<file path="src/reset_power_save_control_regs.svh">
// Register offsets, field positions, reset values and timing counts
// Assumes inclusion by the design file and the testbench
`ifndef RESET_POWER_SAVE_CONTROL_REGS_SVH
`define RESET_POWER_SAVE_CONTROL_REGS_SVH
`define CLK_MHZ            200
`define OFF_CTRL           12'h000
`define OFF_RESET_CMD      12'h004
`define OFF_CONFIG         12'h008
`define OFF_TIMING_FLOOR   12'h00c
`define OFF_TIMING_CEIL    12'h010
`define OFF_ON_TIME        12'h014
`define OFF_SEARCH_PERIOD  12'h018
`define OFF_FIX_PERIOD     12'h01c
`define OFF_STATUS         12'h020
`define OFF_LOCK           12'h024
`define CMD_HW_NOW         8'h00
`define CMD_SW_FULL        8'h01
`define CMD_SW_GNSS        8'h02
`define CMD_HW_SHUTDOWN    8'h04
`define CMD_GNSS_STOP      8'h08
`define CMD_GNSS_START     8'h09
`define PIN_RESET_MS       1
`define PIN_RESET_CYCLES   (`PIN_RESET_MS * `CLK_MHZ * 1000)
`define FIX_PERIOD_MIN_MS  500
`define FIX_PERIOD_MAX_MS  10000
`define SHUTDOWN_CYCLES    16
`define TICK_US            1000
`define TICK_CYCLES        (`TICK_US * `CLK_MHZ)
`define CFG_MODE_LO        0
`define CFG_KEEP_TRY       2
`define CFG_WAKE_HOLD      3
`define CFG_RESET          32'h0000_0000
`endif

</file>
<file path="src/reset_power_save_control_pkg.sv">
// Types for the reset and power-save controller
// Assumes the register header is present in the same folder
package reset_power_save_control_pkg;
  typedef enum logic [2:0] {
    ST_ACQ        = 3'b000,
    ST_TRACK      = 3'b001,
    ST_POT        = 3'b011,
    ST_IDLE_UPD   = 3'b010,
    ST_IDLE_SRCH  = 3'b110
  } pwr_state_t;
  typedef enum logic [1:0] {
    MODE_CONT = 2'h0,
    MODE_CT   = 2'h1,
    MODE_OO   = 2'h2
  } pwr_mode_t;
  typedef enum logic [1:0] {
    SEQ_IDLE  = 2'b00,
    SEQ_DRAIN = 2'b01,
    SEQ_PULSE = 2'b11
  } seq_state_t;
  typedef struct packed {
    logic fix_valid;
    logic sig_weak;
    logic sig_few;
    logic sig_none;
  } nav_status_t;
  typedef struct packed {
    logic clear_ram;
    logic clear_retained;
    logic wdog_reset;
    logic sys_restart;
    logic gnss_restart;
    logic gnss_stop;
    logic gnss_start;
  } reset_action_t;
endpackage

</file>
<file path="src/reset_power_save_control.sv">
// Reset command sequencer, settings freeze and power-save state machine
// Assumes an APB master on core_clk and navigation status synchronous to it
//
// Summary of operation
// RULE_01 - Code 00: immediate watchdog reset, clear all
// RULE_02 - Code 04: shut down, then watchdog reset
// RULE_03 - Code 01: drain, restart, clear RAM only
// RULE_04 - Code 02: restart navigation tasks, clear nothing
// RULE_05 - Code 08 stops, 09 starts navigation
// RULE_06 - Reset pin low 1 ms clears all
// RULE_07 - Freeze rejects further configuration writes
// RULE_08 - Retained freeze persists, RAM freeze not
// RULE_09 - Five power-save states
// RULE_10 - Inactive states power down units
// RULE_11 - Optimised tracking loops, no acquisition/download
// RULE_12 - Cyclic 0.5-10 s, on/off beyond
// RULE_13 - Cyclic mode uses low-power tracking
// RULE_14 - On/off off period clears RAM
// RULE_15 - Weak signals: leave at ceiling or earlier
// RULE_16 - No signals: leave at ceiling
// RULE_17 - Poor signals: stay at least floor
// RULE_18 - Never exceed search ceiling
// RULE_19 - Keep-trying never enters inactive search
// RULE_20 - Continuous: acquisition engine only when needed
// RULE_21 - Fix enters tracking, else timed search
// RULE_22 - Wake hold with pin high blocks inactive
// RULE_23 - Current state readable
`timescale 1ns/10ps
`default_nettype none
`include "reset_power_save_control_regs.svh"
module reset_power_save_control
  import reset_power_save_control_pkg::*;
#(
  parameter int unsigned PIN_RESET_CYCLES = `PIN_RESET_CYCLES,
  parameter int unsigned TICK_CYCLES      = `TICK_CYCLES
) (
  input  wire logic        core_clk,
  input  wire logic        rst,
  input  wire logic        psel,
  input  wire logic        penable,
  input  wire logic        pwrite,
  input  wire logic [11:0] paddr,
  input  wire logic [31:0] pwdata,
  input  wire logic [3:0]  pstrb,
  output var  logic [31:0] prdata,
  output var  logic        pready,
  output var  logic        pslverr,
  input  wire logic        hw_reset_n,
  input  wire logic        ext_int,
  input  wire logic        tasks_idle,
  input  wire nav_status_t nav_status,
  output var  reset_action_t action,
  output var  logic        acq_engine_on,
  output var  logic        track_engine_on,
  output var  logic        low_power_track,
  output var  logic        units_off,
  output var  logic [2:0]  power_state
);
  localparam logic [15:0] SHUT_CNT = 16'(`SHUTDOWN_CYCLES);

  logic [31:0] config_reg;
  logic [15:0] search_time_floor;
  logic [15:0] search_time_ceiling;
  logic [15:0] on_time_period;
  logic [15:0] search_period;
  logic [15:0] fix_period_ms;
  logic        freeze_ram;
  logic        freeze_retained;
  logic        reject_flag;
  pwr_state_t  state;
  pwr_state_t  next_state;
  seq_state_t  seq;
  logic [7:0]  seq_code;
  logic [15:0] seq_cnt;
  logic [31:0] pin_cnt;
  logic        pin_reset;
  logic [31:0] tick_cnt;
  logic        tick;
  logic [15:0] state_ms;
  logic        hw_wipe;

  // Access phase start is the only edge that takes a request
  wire logic take = psel && penable && !pready;
  wire logic wr_en = take && pwrite;
  wire logic rd_en = take && !pwrite;
  wire logic frozen = freeze_ram || freeze_retained;
  wire logic cfg_addr = (paddr == `OFF_CONFIG) ||
                        (paddr == `OFF_TIMING_FLOOR) ||
                        (paddr == `OFF_TIMING_CEIL) ||
                        (paddr == `OFF_ON_TIME) ||
                        (paddr == `OFF_SEARCH_PERIOD) ||
                        (paddr == `OFF_FIX_PERIOD);
  wire logic mapped = cfg_addr ||
                      (paddr == `OFF_CTRL) ||
                      (paddr == `OFF_RESET_CMD) ||
                      (paddr == `OFF_STATUS) ||
                      (paddr == `OFF_LOCK);
  wire logic cfg_wr = wr_en && cfg_addr && !frozen; // RULE_07
  wire logic cmd_wr = wr_en && (paddr == `OFF_RESET_CMD) && pstrb[0];
  wire logic lock_wr = wr_en && (paddr == `OFF_LOCK);
  wire logic ctrl_wr = wr_en && (paddr == `OFF_CTRL);
  wire pwr_mode_t mode = pwr_mode_t'(config_reg[`CFG_MODE_LO +: 2]);
  wire logic keep_trying_option = config_reg[`CFG_KEEP_TRY];
  wire logic wake_hold_option = config_reg[`CFG_WAKE_HOLD];
  wire logic hold_awake = wake_hold_option && ext_int; // RULE_22
  wire logic poor_sig = nav_status.sig_none || nav_status.sig_weak;
  wire logic period_ok_ct = (fix_period_ms >= 16'(`FIX_PERIOD_MIN_MS)) &&
                            (fix_period_ms <= 16'(`FIX_PERIOD_MAX_MS)); // RULE_12
  wire logic eff_ct = (mode == MODE_CT) && period_ok_ct;
  wire logic eff_oo = (mode == MODE_OO) ||
                      ((mode == MODE_CT) && (fix_period_ms > 16'(`FIX_PERIOD_MAX_MS))); // RULE_12

  // APB slave, one wait state
  always_ff @(posedge core_clk) begin
    if (rst) begin
      pready  <= 1'b0;
      pslverr <= 1'b0;
    end else begin
      pready  <= take;
      pslverr <= take && (!mapped || (pwrite && cfg_addr && frozen));
    end
  end

  // Read data, stands while pready is high
  always_ff @(posedge core_clk) begin
    if (rst) begin
      prdata <= 32'h0000_0000;
    end else if (rd_en) begin
      case (paddr)
        `OFF_CONFIG:        prdata <= config_reg;
        `OFF_TIMING_FLOOR:  prdata <= {16'h0000, search_time_floor};
        `OFF_TIMING_CEIL:   prdata <= {16'h0000, search_time_ceiling};
        `OFF_ON_TIME:       prdata <= {16'h0000, on_time_period};
        `OFF_SEARCH_PERIOD: prdata <= {16'h0000, search_period};
        `OFF_FIX_PERIOD:    prdata <= {16'h0000, fix_period_ms};
        `OFF_STATUS:        prdata <= {24'h000000, reject_flag, seq != SEQ_IDLE,
                                       pin_reset, 2'b00, state}; // RULE_23
        `OFF_LOCK:          prdata <= {30'h0, freeze_retained, freeze_ram};
        default:            prdata <= 32'h0000_0000;
      endcase
    end
  end

  // Configuration registers
  always_ff @(posedge core_clk) begin
    if (rst || pin_reset || hw_wipe || (state == ST_IDLE_UPD && eff_oo)) begin
      config_reg          <= `CFG_RESET; // RULE_14
      search_time_floor   <= 16'h0000;
      search_time_ceiling <= 16'hffff;
      on_time_period      <= 16'h0000;
      search_period       <= 16'h0000;
      fix_period_ms       <= 16'h03e8;
    end else if (cfg_wr && pready == 1'b0) begin
      case (paddr)
        `OFF_CONFIG:        config_reg          <= pwdata;
        `OFF_TIMING_FLOOR:  search_time_floor   <= pwdata[15:0];
        `OFF_TIMING_CEIL:   search_time_ceiling <= pwdata[15:0];
        `OFF_ON_TIME:       on_time_period      <= pwdata[15:0];
        `OFF_SEARCH_PERIOD: search_period       <= pwdata[15:0];
        `OFF_FIX_PERIOD:    fix_period_ms       <= pwdata[15:0];
        default:            config_reg          <= config_reg;
      endcase
    end
  end

  // Settings freeze item, RAM layer
  always_ff @(posedge core_clk) begin
    if (rst || pin_reset || hw_wipe) begin
      freeze_ram <= 1'b0;
    end else if ((seq == SEQ_DRAIN && seq_code == `CMD_SW_FULL && tasks_idle) ||
                 (state == ST_IDLE_UPD && eff_oo)) begin
      freeze_ram <= 1'b0; // RULE_08
    end else if (lock_wr && pwdata[0]) begin
      freeze_ram <= 1'b1;
    end
  end

  // Settings freeze item, retained layer, survives soft restarts
  always_ff @(posedge core_clk) begin
    if (rst || pin_reset || hw_wipe) begin
      freeze_retained <= 1'b0; // RULE_08
    end else if (lock_wr && pwdata[1]) begin
      freeze_retained <= 1'b1;
    end
  end

  // Rejected write flag, set wins over clear
  always_ff @(posedge core_clk) begin
    if (rst) begin
      reject_flag <= 1'b0;
    end else if (wr_en && !pready && cfg_addr && frozen) begin
      reject_flag <= 1'b1; // RULE_07
    end else if (ctrl_wr && pwdata[0]) begin
      reject_flag <= 1'b0;
    end
  end

  // Reset pin qualification
  always_ff @(posedge core_clk) begin
    if (rst) begin
      pin_cnt   <= 32'h0;
      pin_reset <= 1'b0;
    end else if (hw_reset_n) begin
      pin_cnt   <= 32'h0;
      pin_reset <= 1'b0;
    end else if (pin_cnt >= PIN_RESET_CYCLES - 1) begin
      pin_reset <= 1'b1; // RULE_06
    end else begin
      pin_cnt <= pin_cnt + 32'h1;
    end
  end

  // Reset command sequencer
  always_ff @(posedge core_clk) begin
    if (rst) begin
      seq      <= SEQ_IDLE;
      seq_code <= 8'h00;
      seq_cnt  <= 16'h0;
      action   <= '0;
      hw_wipe  <= 1'b0;
    end else begin
      action  <= '0;
      hw_wipe <= 1'b0;
      // Entering the off period of on/off mode wipes working RAM
      if (state == ST_IDLE_UPD && eff_oo) begin
        action.clear_ram <= 1'b1; // RULE_14
      end
      case (seq)
        SEQ_IDLE: begin
          if (pin_reset) begin
            action <= '{clear_ram: 1'b1, clear_retained: 1'b1, wdog_reset: 1'b1,
                        default: 1'b0}; // RULE_06
          end else if (cmd_wr && !pready) begin
            seq_code <= pwdata[7:0];
            case (pwdata[7:0])
              `CMD_HW_NOW: begin
                action <= '{clear_ram: 1'b1, clear_retained: 1'b1, wdog_reset: 1'b1,
                            default: 1'b0}; // RULE_01
                hw_wipe <= 1'b1;
              end
              `CMD_HW_SHUTDOWN: begin
                action.gnss_stop <= 1'b1; // RULE_02
                seq_cnt <= SHUT_CNT;
                seq     <= SEQ_PULSE;
              end
              `CMD_SW_FULL: begin
                action.gnss_stop <= 1'b1; // RULE_03
                seq <= SEQ_DRAIN;
              end
              `CMD_SW_GNSS:    action.gnss_restart <= 1'b1; // RULE_04
              `CMD_GNSS_STOP:  action.gnss_stop    <= 1'b1; // RULE_05
              `CMD_GNSS_START: action.gnss_start   <= 1'b1; // RULE_05
              default:         seq <= SEQ_IDLE;
            endcase
          end
        end
        SEQ_DRAIN: begin
          if (tasks_idle) begin
            action <= '{clear_ram: 1'b1, sys_restart: 1'b1, default: 1'b0}; // RULE_03
            seq <= SEQ_IDLE;
          end
        end
        SEQ_PULSE: begin
          if (seq_cnt == 16'h0 && tasks_idle) begin
            action <= '{clear_ram: 1'b1, clear_retained: 1'b1, wdog_reset: 1'b1,
                        default: 1'b0}; // RULE_02
            hw_wipe <= 1'b1;
            seq <= SEQ_IDLE;
          end else if (seq_cnt != 16'h0) begin
            seq_cnt <= seq_cnt - 16'h1;
          end
        end
        default: seq <= SEQ_IDLE;
      endcase
    end
  end

  // Millisecond tick
  always_ff @(posedge core_clk) begin
    if (rst || tick_cnt >= TICK_CYCLES - 1) begin
      tick_cnt <= 32'h0;
      tick     <= !rst;
    end else begin
      tick_cnt <= tick_cnt + 32'h1;
      tick     <= 1'b0;
    end
  end

  // Power-save next state
  always_comb begin
    next_state = state;
    case (state)
      ST_ACQ: begin
        if (nav_status.fix_valid) begin
          next_state = ST_TRACK; // RULE_21
        end else if (!keep_trying_option && !hold_awake && mode != MODE_CONT) begin // RULE_19
          if (state_ms >= search_time_ceiling) begin
            next_state = ST_IDLE_SRCH; // RULE_16 RULE_18
          end else if (nav_status.sig_few && nav_status.sig_weak &&
                       !nav_status.sig_none && state_ms >= search_time_floor) begin
            next_state = ST_IDLE_SRCH; // RULE_15
          end
        end
      end
      ST_TRACK: begin
        if (!nav_status.fix_valid) begin
          next_state = ST_ACQ;
        end else if (state_ms >= on_time_period) begin
          if (eff_ct) begin
            next_state = ST_POT;
          end else if (eff_oo && !hold_awake) begin
            next_state = ST_IDLE_UPD; // RULE_22
          end
        end
      end
      ST_POT: begin
        if (!eff_ct || poor_sig || !nav_status.fix_valid) begin
          next_state = ST_TRACK;
        end
      end
      ST_IDLE_UPD: begin
        if (hold_awake || mode == MODE_CONT || state_ms >= fix_period_ms) begin
          next_state = ST_ACQ;
        end
      end
      ST_IDLE_SRCH: begin
        if (hold_awake || mode == MODE_CONT || state_ms >= search_period) begin
          next_state = ST_ACQ; // RULE_21
        end
      end
      default: next_state = ST_ACQ;
    endcase
  end

  // Power-save state and dwell timer
  always_ff @(posedge core_clk) begin
    if (rst || pin_reset || action.sys_restart || action.wdog_reset) begin
      state    <= ST_ACQ; // RULE_09
      state_ms <= 16'h0;
    end else if (next_state != state) begin
      state    <= next_state;
      state_ms <= 16'h0;
    end else if (tick && state_ms != 16'hffff) begin
      state_ms <= state_ms + 16'h1; // RULE_17
    end
  end

  // Power-save state mirror and unit power
  always_ff @(posedge core_clk) begin
    if (rst) begin
      track_engine_on <= 1'b0;
      low_power_track <= 1'b0;
      units_off       <= 1'b0;
      power_state     <= 3'b000;
    end else begin
      power_state     <= state; // RULE_23
      units_off       <= (state == ST_IDLE_UPD) || (state == ST_IDLE_SRCH); // RULE_10
      low_power_track <= (state == ST_POT); // RULE_11 RULE_13
      track_engine_on <= (state == ST_TRACK) || (state == ST_POT);
    end
  end

  // Acquisition engine enable
  always_ff @(posedge core_clk) begin
    if (rst) begin
      acq_engine_on <= 1'b0;
    end else if (mode == MODE_CONT) begin
      acq_engine_on <= nav_status.sig_few || nav_status.sig_none; // RULE_20
    end else begin
      acq_engine_on <= (state == ST_ACQ); // RULE_11
    end
  end
endmodule // reset_power_save_control
`default_nettype wire

</file>
<file path="config.mk">
export PLATFORM = sky130hd
export DESIGN_NAME = reset_power_save_control
export DESIGN_NICKNAME = d
export VERILOG_FILES = /design/src/reset_power_save_control_pkg.sv /design/src/reset_power_save_control.sv
export VERILOG_INCLUDE_DIRS = /design/src
export SDC_FILE = /design/constraint.sdc
export NUM_CORES = 1
export LEC_CHECK = 0
export BUFFER_PORTS_ARGS = -buffer_cell sky130_fd_sc_hd__buf_2
export CAP_MARGIN = 0
export CORE_MARGIN = 4
export CORE_UTILIZATION = 57
export DETAILED_ROUTE_END_ITERATION = 8
export GPL_TIMING_DRIVEN = 0
export PLACE_DENSITY_LB_ADDON = 0.25
export SLEW_MARGIN = 20
export SYNTH_ARGS = -nofsm -noshare
export SYNTH_HDL_FRONTEND = slang
export SYNTH_SLANG_ARGS = --single-unit
export TNS_END_PERCENT = 50
</file>
<file path="constraint.sdc">
create_clock -name core_clk -period 5.3 [get_ports core_clk]
set_clock_uncertainty 0.2 [all_clocks]
set_input_delay 0.53 -clock core_clk [delete_from_list [all_inputs] [get_ports core_clk]]
set_output_delay 0.53 -clock core_clk [all_outputs]
set_load 0.1 [all_outputs]
</file>
### Yosys cells after proc, flatten, opt, wreduce, memory -nomap -nowiden

Index checks and enable logic that the tools add are counted.

* bits of input ports: 60
* output and inout port bits: 48
* flip-flop bits (word level): 275
* word-level logic and storage cells: 225

* reductions and logical operators: 99
* $lt $le $gt $ge: 10
* bitwise operators: 2
* equal/unequal tests: 33
* muxes and demuxes: 43
* add/sub/neg operators: 4

Operator list (count)
* case mux 32 bit (8 select lines): 1
* >= comparator 16 bit: 5
* 2-to-1 mux 16 bit: 5
* adder 32 x 1 -> 32 bit, second input constant: 2
* >= comparator 32 x 18 -> 1 bit, second input constant: 2
* equality test 12 x 5 -> 1 bit, second input constant: 4
* logical AND 1 bit: 36
* 2-to-1 mux 3 bit: 11
* case mux 16 bit (2 select lines): 1
* logical OR 1 bit: 28
* 2-to-1 mux 7 bit: 4
* equality test 12 x 4 -> 1 bit, second input constant: 2
* equality test 12 x 6 -> 1 bit, second input constant: 2
* case mux 7 bit (3 select lines): 1
* adder 16 x 1 -> 16 bit, second input constant: 1
* equality test 8 x 1 -> 1 bit, second input constant: 2
* equality test 8 x 4 -> 1 bit, second input constant: 2
* >= comparator 16 x 9 -> 1 bit, second input constant: 1
* > comparator 16 x 14 -> 1 bit, second input constant: 1
* less-or-equal comparator 16 x 14 -> 1 bit, second input constant: 1
* zero test 16 bit: 1
* inequality test 16 bit, second input constant: 1
* nonzero test 16 bit: 1
* subtractor 16 x 1 -> 16 bit, second input constant: 1
* 31 further kinds: 75

### Logic depth before layout (Yosys ltp)

* word-level depth: 13
* mapped depth: 11
* depth with buffers taken out: 9

### Worst setup path after synthesis

Ideal clock, no wire load.

* path type: input -> register
* start: in paddr[1]
* end: reg seq_cnt[13]
* stages on the path: 8
* buffers on the path: 2
* library setup time: 70 ps
* setup slack: 2050 ps
* data required time: 5030 ps
* arrival time: 2980 ps
* cell sequence: or4_1 > or4b_1 > buf_2 > o41a_1 > a211o_1 > buf_6 > or3_1 > a21oi_1

* word-level cells in the longest chain between the ends: 6

RTL lines
* start, declared: line reset_power_save_control.sv:42 `input wire logic [11:0] paddr,`
* equality test 12 x 3 -> 1 bit (no source line)
* logical AND 1 bit (2 in a row): line reset_power_save_control.sv:99 `` wire logic cmd_wr = wr_en && (paddr == `OFF_RESET_CMD) && pstrb[0]; ``
* logical AND 1 bit: line reset_power_save_control.sv:233 `end else if (cmd_wr && !pready) begin`
* inequality test 2 bit (no source line)
* AND reduction 6 bit (no source line)
* end signal, assigned: line reset_power_save_control.sv:270 `seq_cnt <= seq_cnt - 16'h1;`
* end, declared: line reset_power_save_control.sv:74 `logic [15:0] seq_cnt;`

Every way passes these cells.
A chain may end at the register's enable or synchronous reset.

### Worst setup path in the final report

* start: reg pready
* end: reg prdata[27]

* word-level cells in the longest chain between the ends: 3

RTL lines
* start, declared: line reset_power_save_control.sv:46 `output var logic pready,`
* start signal, assigned: line reset_power_save_control.sv:119 `pready <= take;`
* zero test 1 bit: line reset_power_save_control.sv:83 `wire logic take = psel && penable && !pready;`
* logical AND 1 bit: line reset_power_save_control.sv:83
* logical AND 1 bit: line reset_power_save_control.sv:85 `wire logic rd_en = take && !pwrite;`
* end signal, assigned: line reset_power_save_control.sv:130 `` `OFF_CONFIG: prdata <= config_reg; ``
* end signal, assigned: line reset_power_save_control.sv:131 `` `OFF_TIMING_FLOOR: prdata <= {16'h0000, search_time_floor}; ``
* end signal, assigned: line reset_power_save_control.sv:132 `` `OFF_TIMING_CEIL: prdata <= {16'h0000, search_time_ceiling}; ``
* end, declared: line reset_power_save_control.sv:45 `output var logic [31:0] prdata,`

Every way passes these cells.

==> summary.txt <==
Cells and area
  – Area delta synth->final: 15.3%
  – Register cell area after layout: 5490 um^2
  – Filler Cell Count: 1889
  – Count of inserted antenna diode cells: 0
  – Fraction of final layout cells sized beyond drive strength 1: 10.8%
  – Area used by multi-input combinational logic: 7010 um^2
  – Fin nets: 1896
  – Post-Layout Inst Area: 15200 um^2

Setup path
  – Type of element capturing the critical path: flip-flop
  – Critical Setup Path Class: flip-flop to flip-flop
  – Data required time of the worst path: 5.60 ns
  – Critical path launch point type: flip-flop
  – Most frequent CP cell: sky130_fd_sc_hd__nor2_1
  – Register-to-Register Path Depth: 7
  – Critical-path cell with the highest stage delay: sky130_fd_sc_hd__nor3_1
  – Buffers and inverters on the worst path: 1
  – Largest delay contributor family on the critical path: simple AND/OR/NAND/NOR gates
  – Biggest fanout along the worst timing path: 10
  – Logic depth of the worst path, buffers included: 7
  – Stage delay of the slowest cell on the critical path: 0.86 ns
  – Arrival @ worst endpoint: 4.19 ns
  – CP startpoint: pready
  – End of the worst register-to-register path: prdata[27]
  – Worst-path cell chain: nand3b_1, nor2_1, nand3_1, nor3_1, clkbuf_1, a22oi_1, nor2_1
  – Capturing element of the worst setup path: prdata[27]
  – Launching point of the worst reg2reg path: pready
  – Setup slack, reg-to-reg: 1.41 ns

STA
  – Max Transition Viols Final: 0
  – Worst-margin pin slew: 1.19 ns
  – Accumulated negative setup slack: 0 ns
  – Portion of the clock cycle consumed by the worst path in the final layout: 73.4%
  – Final count of negative-setup-slack endpoints: 0
  – Highest attainable clock frequency: 0.257 GHz
  – PnR worst setup slack: 1.41 ns
  – Number of hold violations in the final report: 0
  – Relative slew margins: 19.7%
  – Final Critical Period: 3.89 ns
  – Unrepaired setup endpoints after global routing: no

Synth
  – Most used standard cell by instance count after synthesis: sky130_fd_sc_hd__nand2_1
  – EDFF count, synth: 0
  – Cell types with the highest counts after synthesis: 279 x sky130_fd_sc_hd__nand2_1, 274 x sky130_fd_sc_hd__dfxtp_1, 142 x sky130_fd_sc_hd__a21oi_1
  – Mean instance size in the synthesized netlist: 8.25 um^2
  – Async set-or-reset flop fraction in the synthesized netlist: 0%
  – Cell types occupying the most area after synthesis: sky130_fd_sc_hd__dfxtp_1 42%, sky130_fd_sc_hd__ha_1 8.4%, sky130_fd_sc_hd__nand2_1 8.0%
  – Seq/Total Area, Yosys: 41.7%
  – Fraction of synthesized cell area taken by the top area cell type: 41.7%
  – #FFs+latches synth: 274
  – Synth cell types: 68
  – Post-Syn Instances: 1595
  – Netlist area before placement: 13200 um^2
  – Cell taking the most area after synthesis: sky130_fd_sc_hd__dfxtp_1
  – Syn. warnings: 0
  – Most used DFF post-synth: sky130_fd_sc_hd__dfxtp_1

Routing
  – Post-DR wirelength/cell: 19.5 um
  – Initial DRT Pass Iterations: 6
  – Total Wirelength: 40000 um
  – Detail-routed via count per cell: 5.98
  – Residual DRC: 0
  – Antenna-violating nets left: 0
  – Starting DRT DRC Count: 1258
  – Count of vias placed by the detailed router: 12271

Clocking
  – Clock network latency to the later pin of the worst-skew pair: 0.57 ns
  – Clock sinks: 274
  – Htree depth: 1
  – CTS Buffer Depth: 3
  – Clock tree from TritonCTS: done
  – Root Buffer Master: sky130_fd_sc_hd__clkbuf_16
  – CTS clk-pin slew, worst paths: 0.06 ns
  – TritonCTS buffer count: 29

Power
  – Worst VDD drop: 0.276 mV
  – Cell area power density: 289 nW/um^2
  – LEAKAGE: 5.81 nW

Hold path
  – Number of cells traversed by the worst hold path: 3
  – Hold Crit Class: primary input to flip-flop

Floorplan
  – Initial cell density of the core: 58.1%
  – Die Height: 160 um
  – Row Count: 55
  – Die outline area: 25600 um^2
  – IO Count: 108
  – Core area: 22600 um^2
  – Floorplan die width: 160 um

Placed design
  – HPWL Detailed: 29700 um
  – Routability-driven placement congestion ratio: 0.985
  – Area after DPL: 14100 um^2
  – Number of buffers added on ports: 97
  – Dpl ws: 1.31 ns

GRT
  – Overall routing resource usage: 30.1%
  – Largest net degree at the start of global routing: 16
  – Overflow left after global routing: 0
  – Antenna violations before repair: 1
  – Global-route wire length before repair: 62400 um
  – Via count of the first global-routing pass: 11597

Job
  – Number of max-cap violations: 0

Run status
  – Result of the run: complete, no violations
## cells in the final DEF (no fill, tap or decap), types with 31 or more instances in the layout
cell type                  Yosys  routed
sky130_fd_sc_hd__xnor2_1      38      38
sky130_fd_sc_hd__nand2_1     279     279
sky130_fd_sc_hd__clkbuf_1     63      66
sky130_fd_sc_hd__a21oi_1     142     142
sky130_fd_sc_hd__ha_1         88      88
sky130_fd_sc_hd__nor2_1      130     130
sky130_fd_sc_hd__o21ai_0      49      49
sky130_fd_sc_hd__nand3_1      31      31
sky130_fd_sc_hd__dfxtp_1     274     274
sky130_fd_sc_hd__inv_1       100     100
sky130_fd_sc_hd__nor3_1       42      42
sky130_fd_sc_hd__buf_2        14     111
## worst min-delay path: cells and delay by family
| kind | cells | cell delay (ns) |
|---|---|---|
| buf+inv | 1 | 0.09 |
| compound gates | 1 | 0.06 |
| simple gates | 1 | 0.06 |
## layout make-up
cell class                      instances  area share (%)
Tap cell                              285            2.35
Multi-Input combinational cell       1150            46.2
Buffer                                 83            2.24
Inverter                              101            2.50
Clock inverter                         16            1.40
Sequential cell                       274            36.2
Clock buffer                           35            5.13
Timing Repair Buffer                  109            3.99
## routing by layer
| layer | global-route usage (%) | vias to the layer above | part of all wire, % |
|---|---|---|---|
| li1 | - | 5883 | - |
| met1 | 40.4 | 5658 | 42 |
| met2 | 47.2 | 642 | 44 |
| met3 | 8.57 | 86 | 11 |
| met4 | 9.19 | 2 | 2.7 |
| met5 | 0 | - | 0.033 |
## power breakdown
part           internal (mW)  switching [mW]  leakage [nW]
logic                 0.0502           0.145          3.12
registers               2.07         0.00744          2.22
clock network           1.25           0.867         0.478
## repair_timing
item,CTS,global route
hold endpoints to repair,12,0
resized for setup,0,0
buffers inserted,0,0
hold buffers,12,0
## worst min-delay path by stage
stage | start | endpoint
after CTS | pwdata[17] | config_reg[17]
final | pwdata[28] | config_reg[28]
after global routing | pwdata[28] | config_reg[28]
after floorplan | hw_wipe | freeze_retained
after global placement | hw_wipe | freeze_retained
after detailed placement | hw_wipe | freeze_retained
## metrics by stage
stage / total power [mW] / std cells / utilization, % / hold WS (ns)
2_1_floorplan: 2.23 / 1608 / - / 0.216
3_5_place_dp: 2.31 / 1990 / 62.1 / 0.243
5_1_grt: 4.49 / 2053 / 67.0 / 0.0327
4_1_cts: 4.40 / 2053 / 67.0 / 0.00444
6_report: 4.39 / 2053 / 67.0 / 0.0204
3_3_place_gp: 2.31 / 1990 / 62.0 / 0.237
## logic make-up (layout without fill, tap and decap cells)
| kind of cell | after synthesis | count (layout) | share of synthesized area (%) |
|---|---|---|---|
| simple gates | 642 | 642 | 23.2 |
| mux | 23 | 23 | 1.80 |
| other cells | 1 | 14 | 0.0285 |
| buf+inv | 184 | 344 | 5.47 |
| flops | 274 | 274 | 41.7 |
| fa+ha+maj | 88 | 88 | 8.37 |
| compound gates | 328 | 328 | 15.8 |
| xor+xnor | 55 | 55 | 3.66 |
Note: power is estimated with default switching activity, not from simulation.
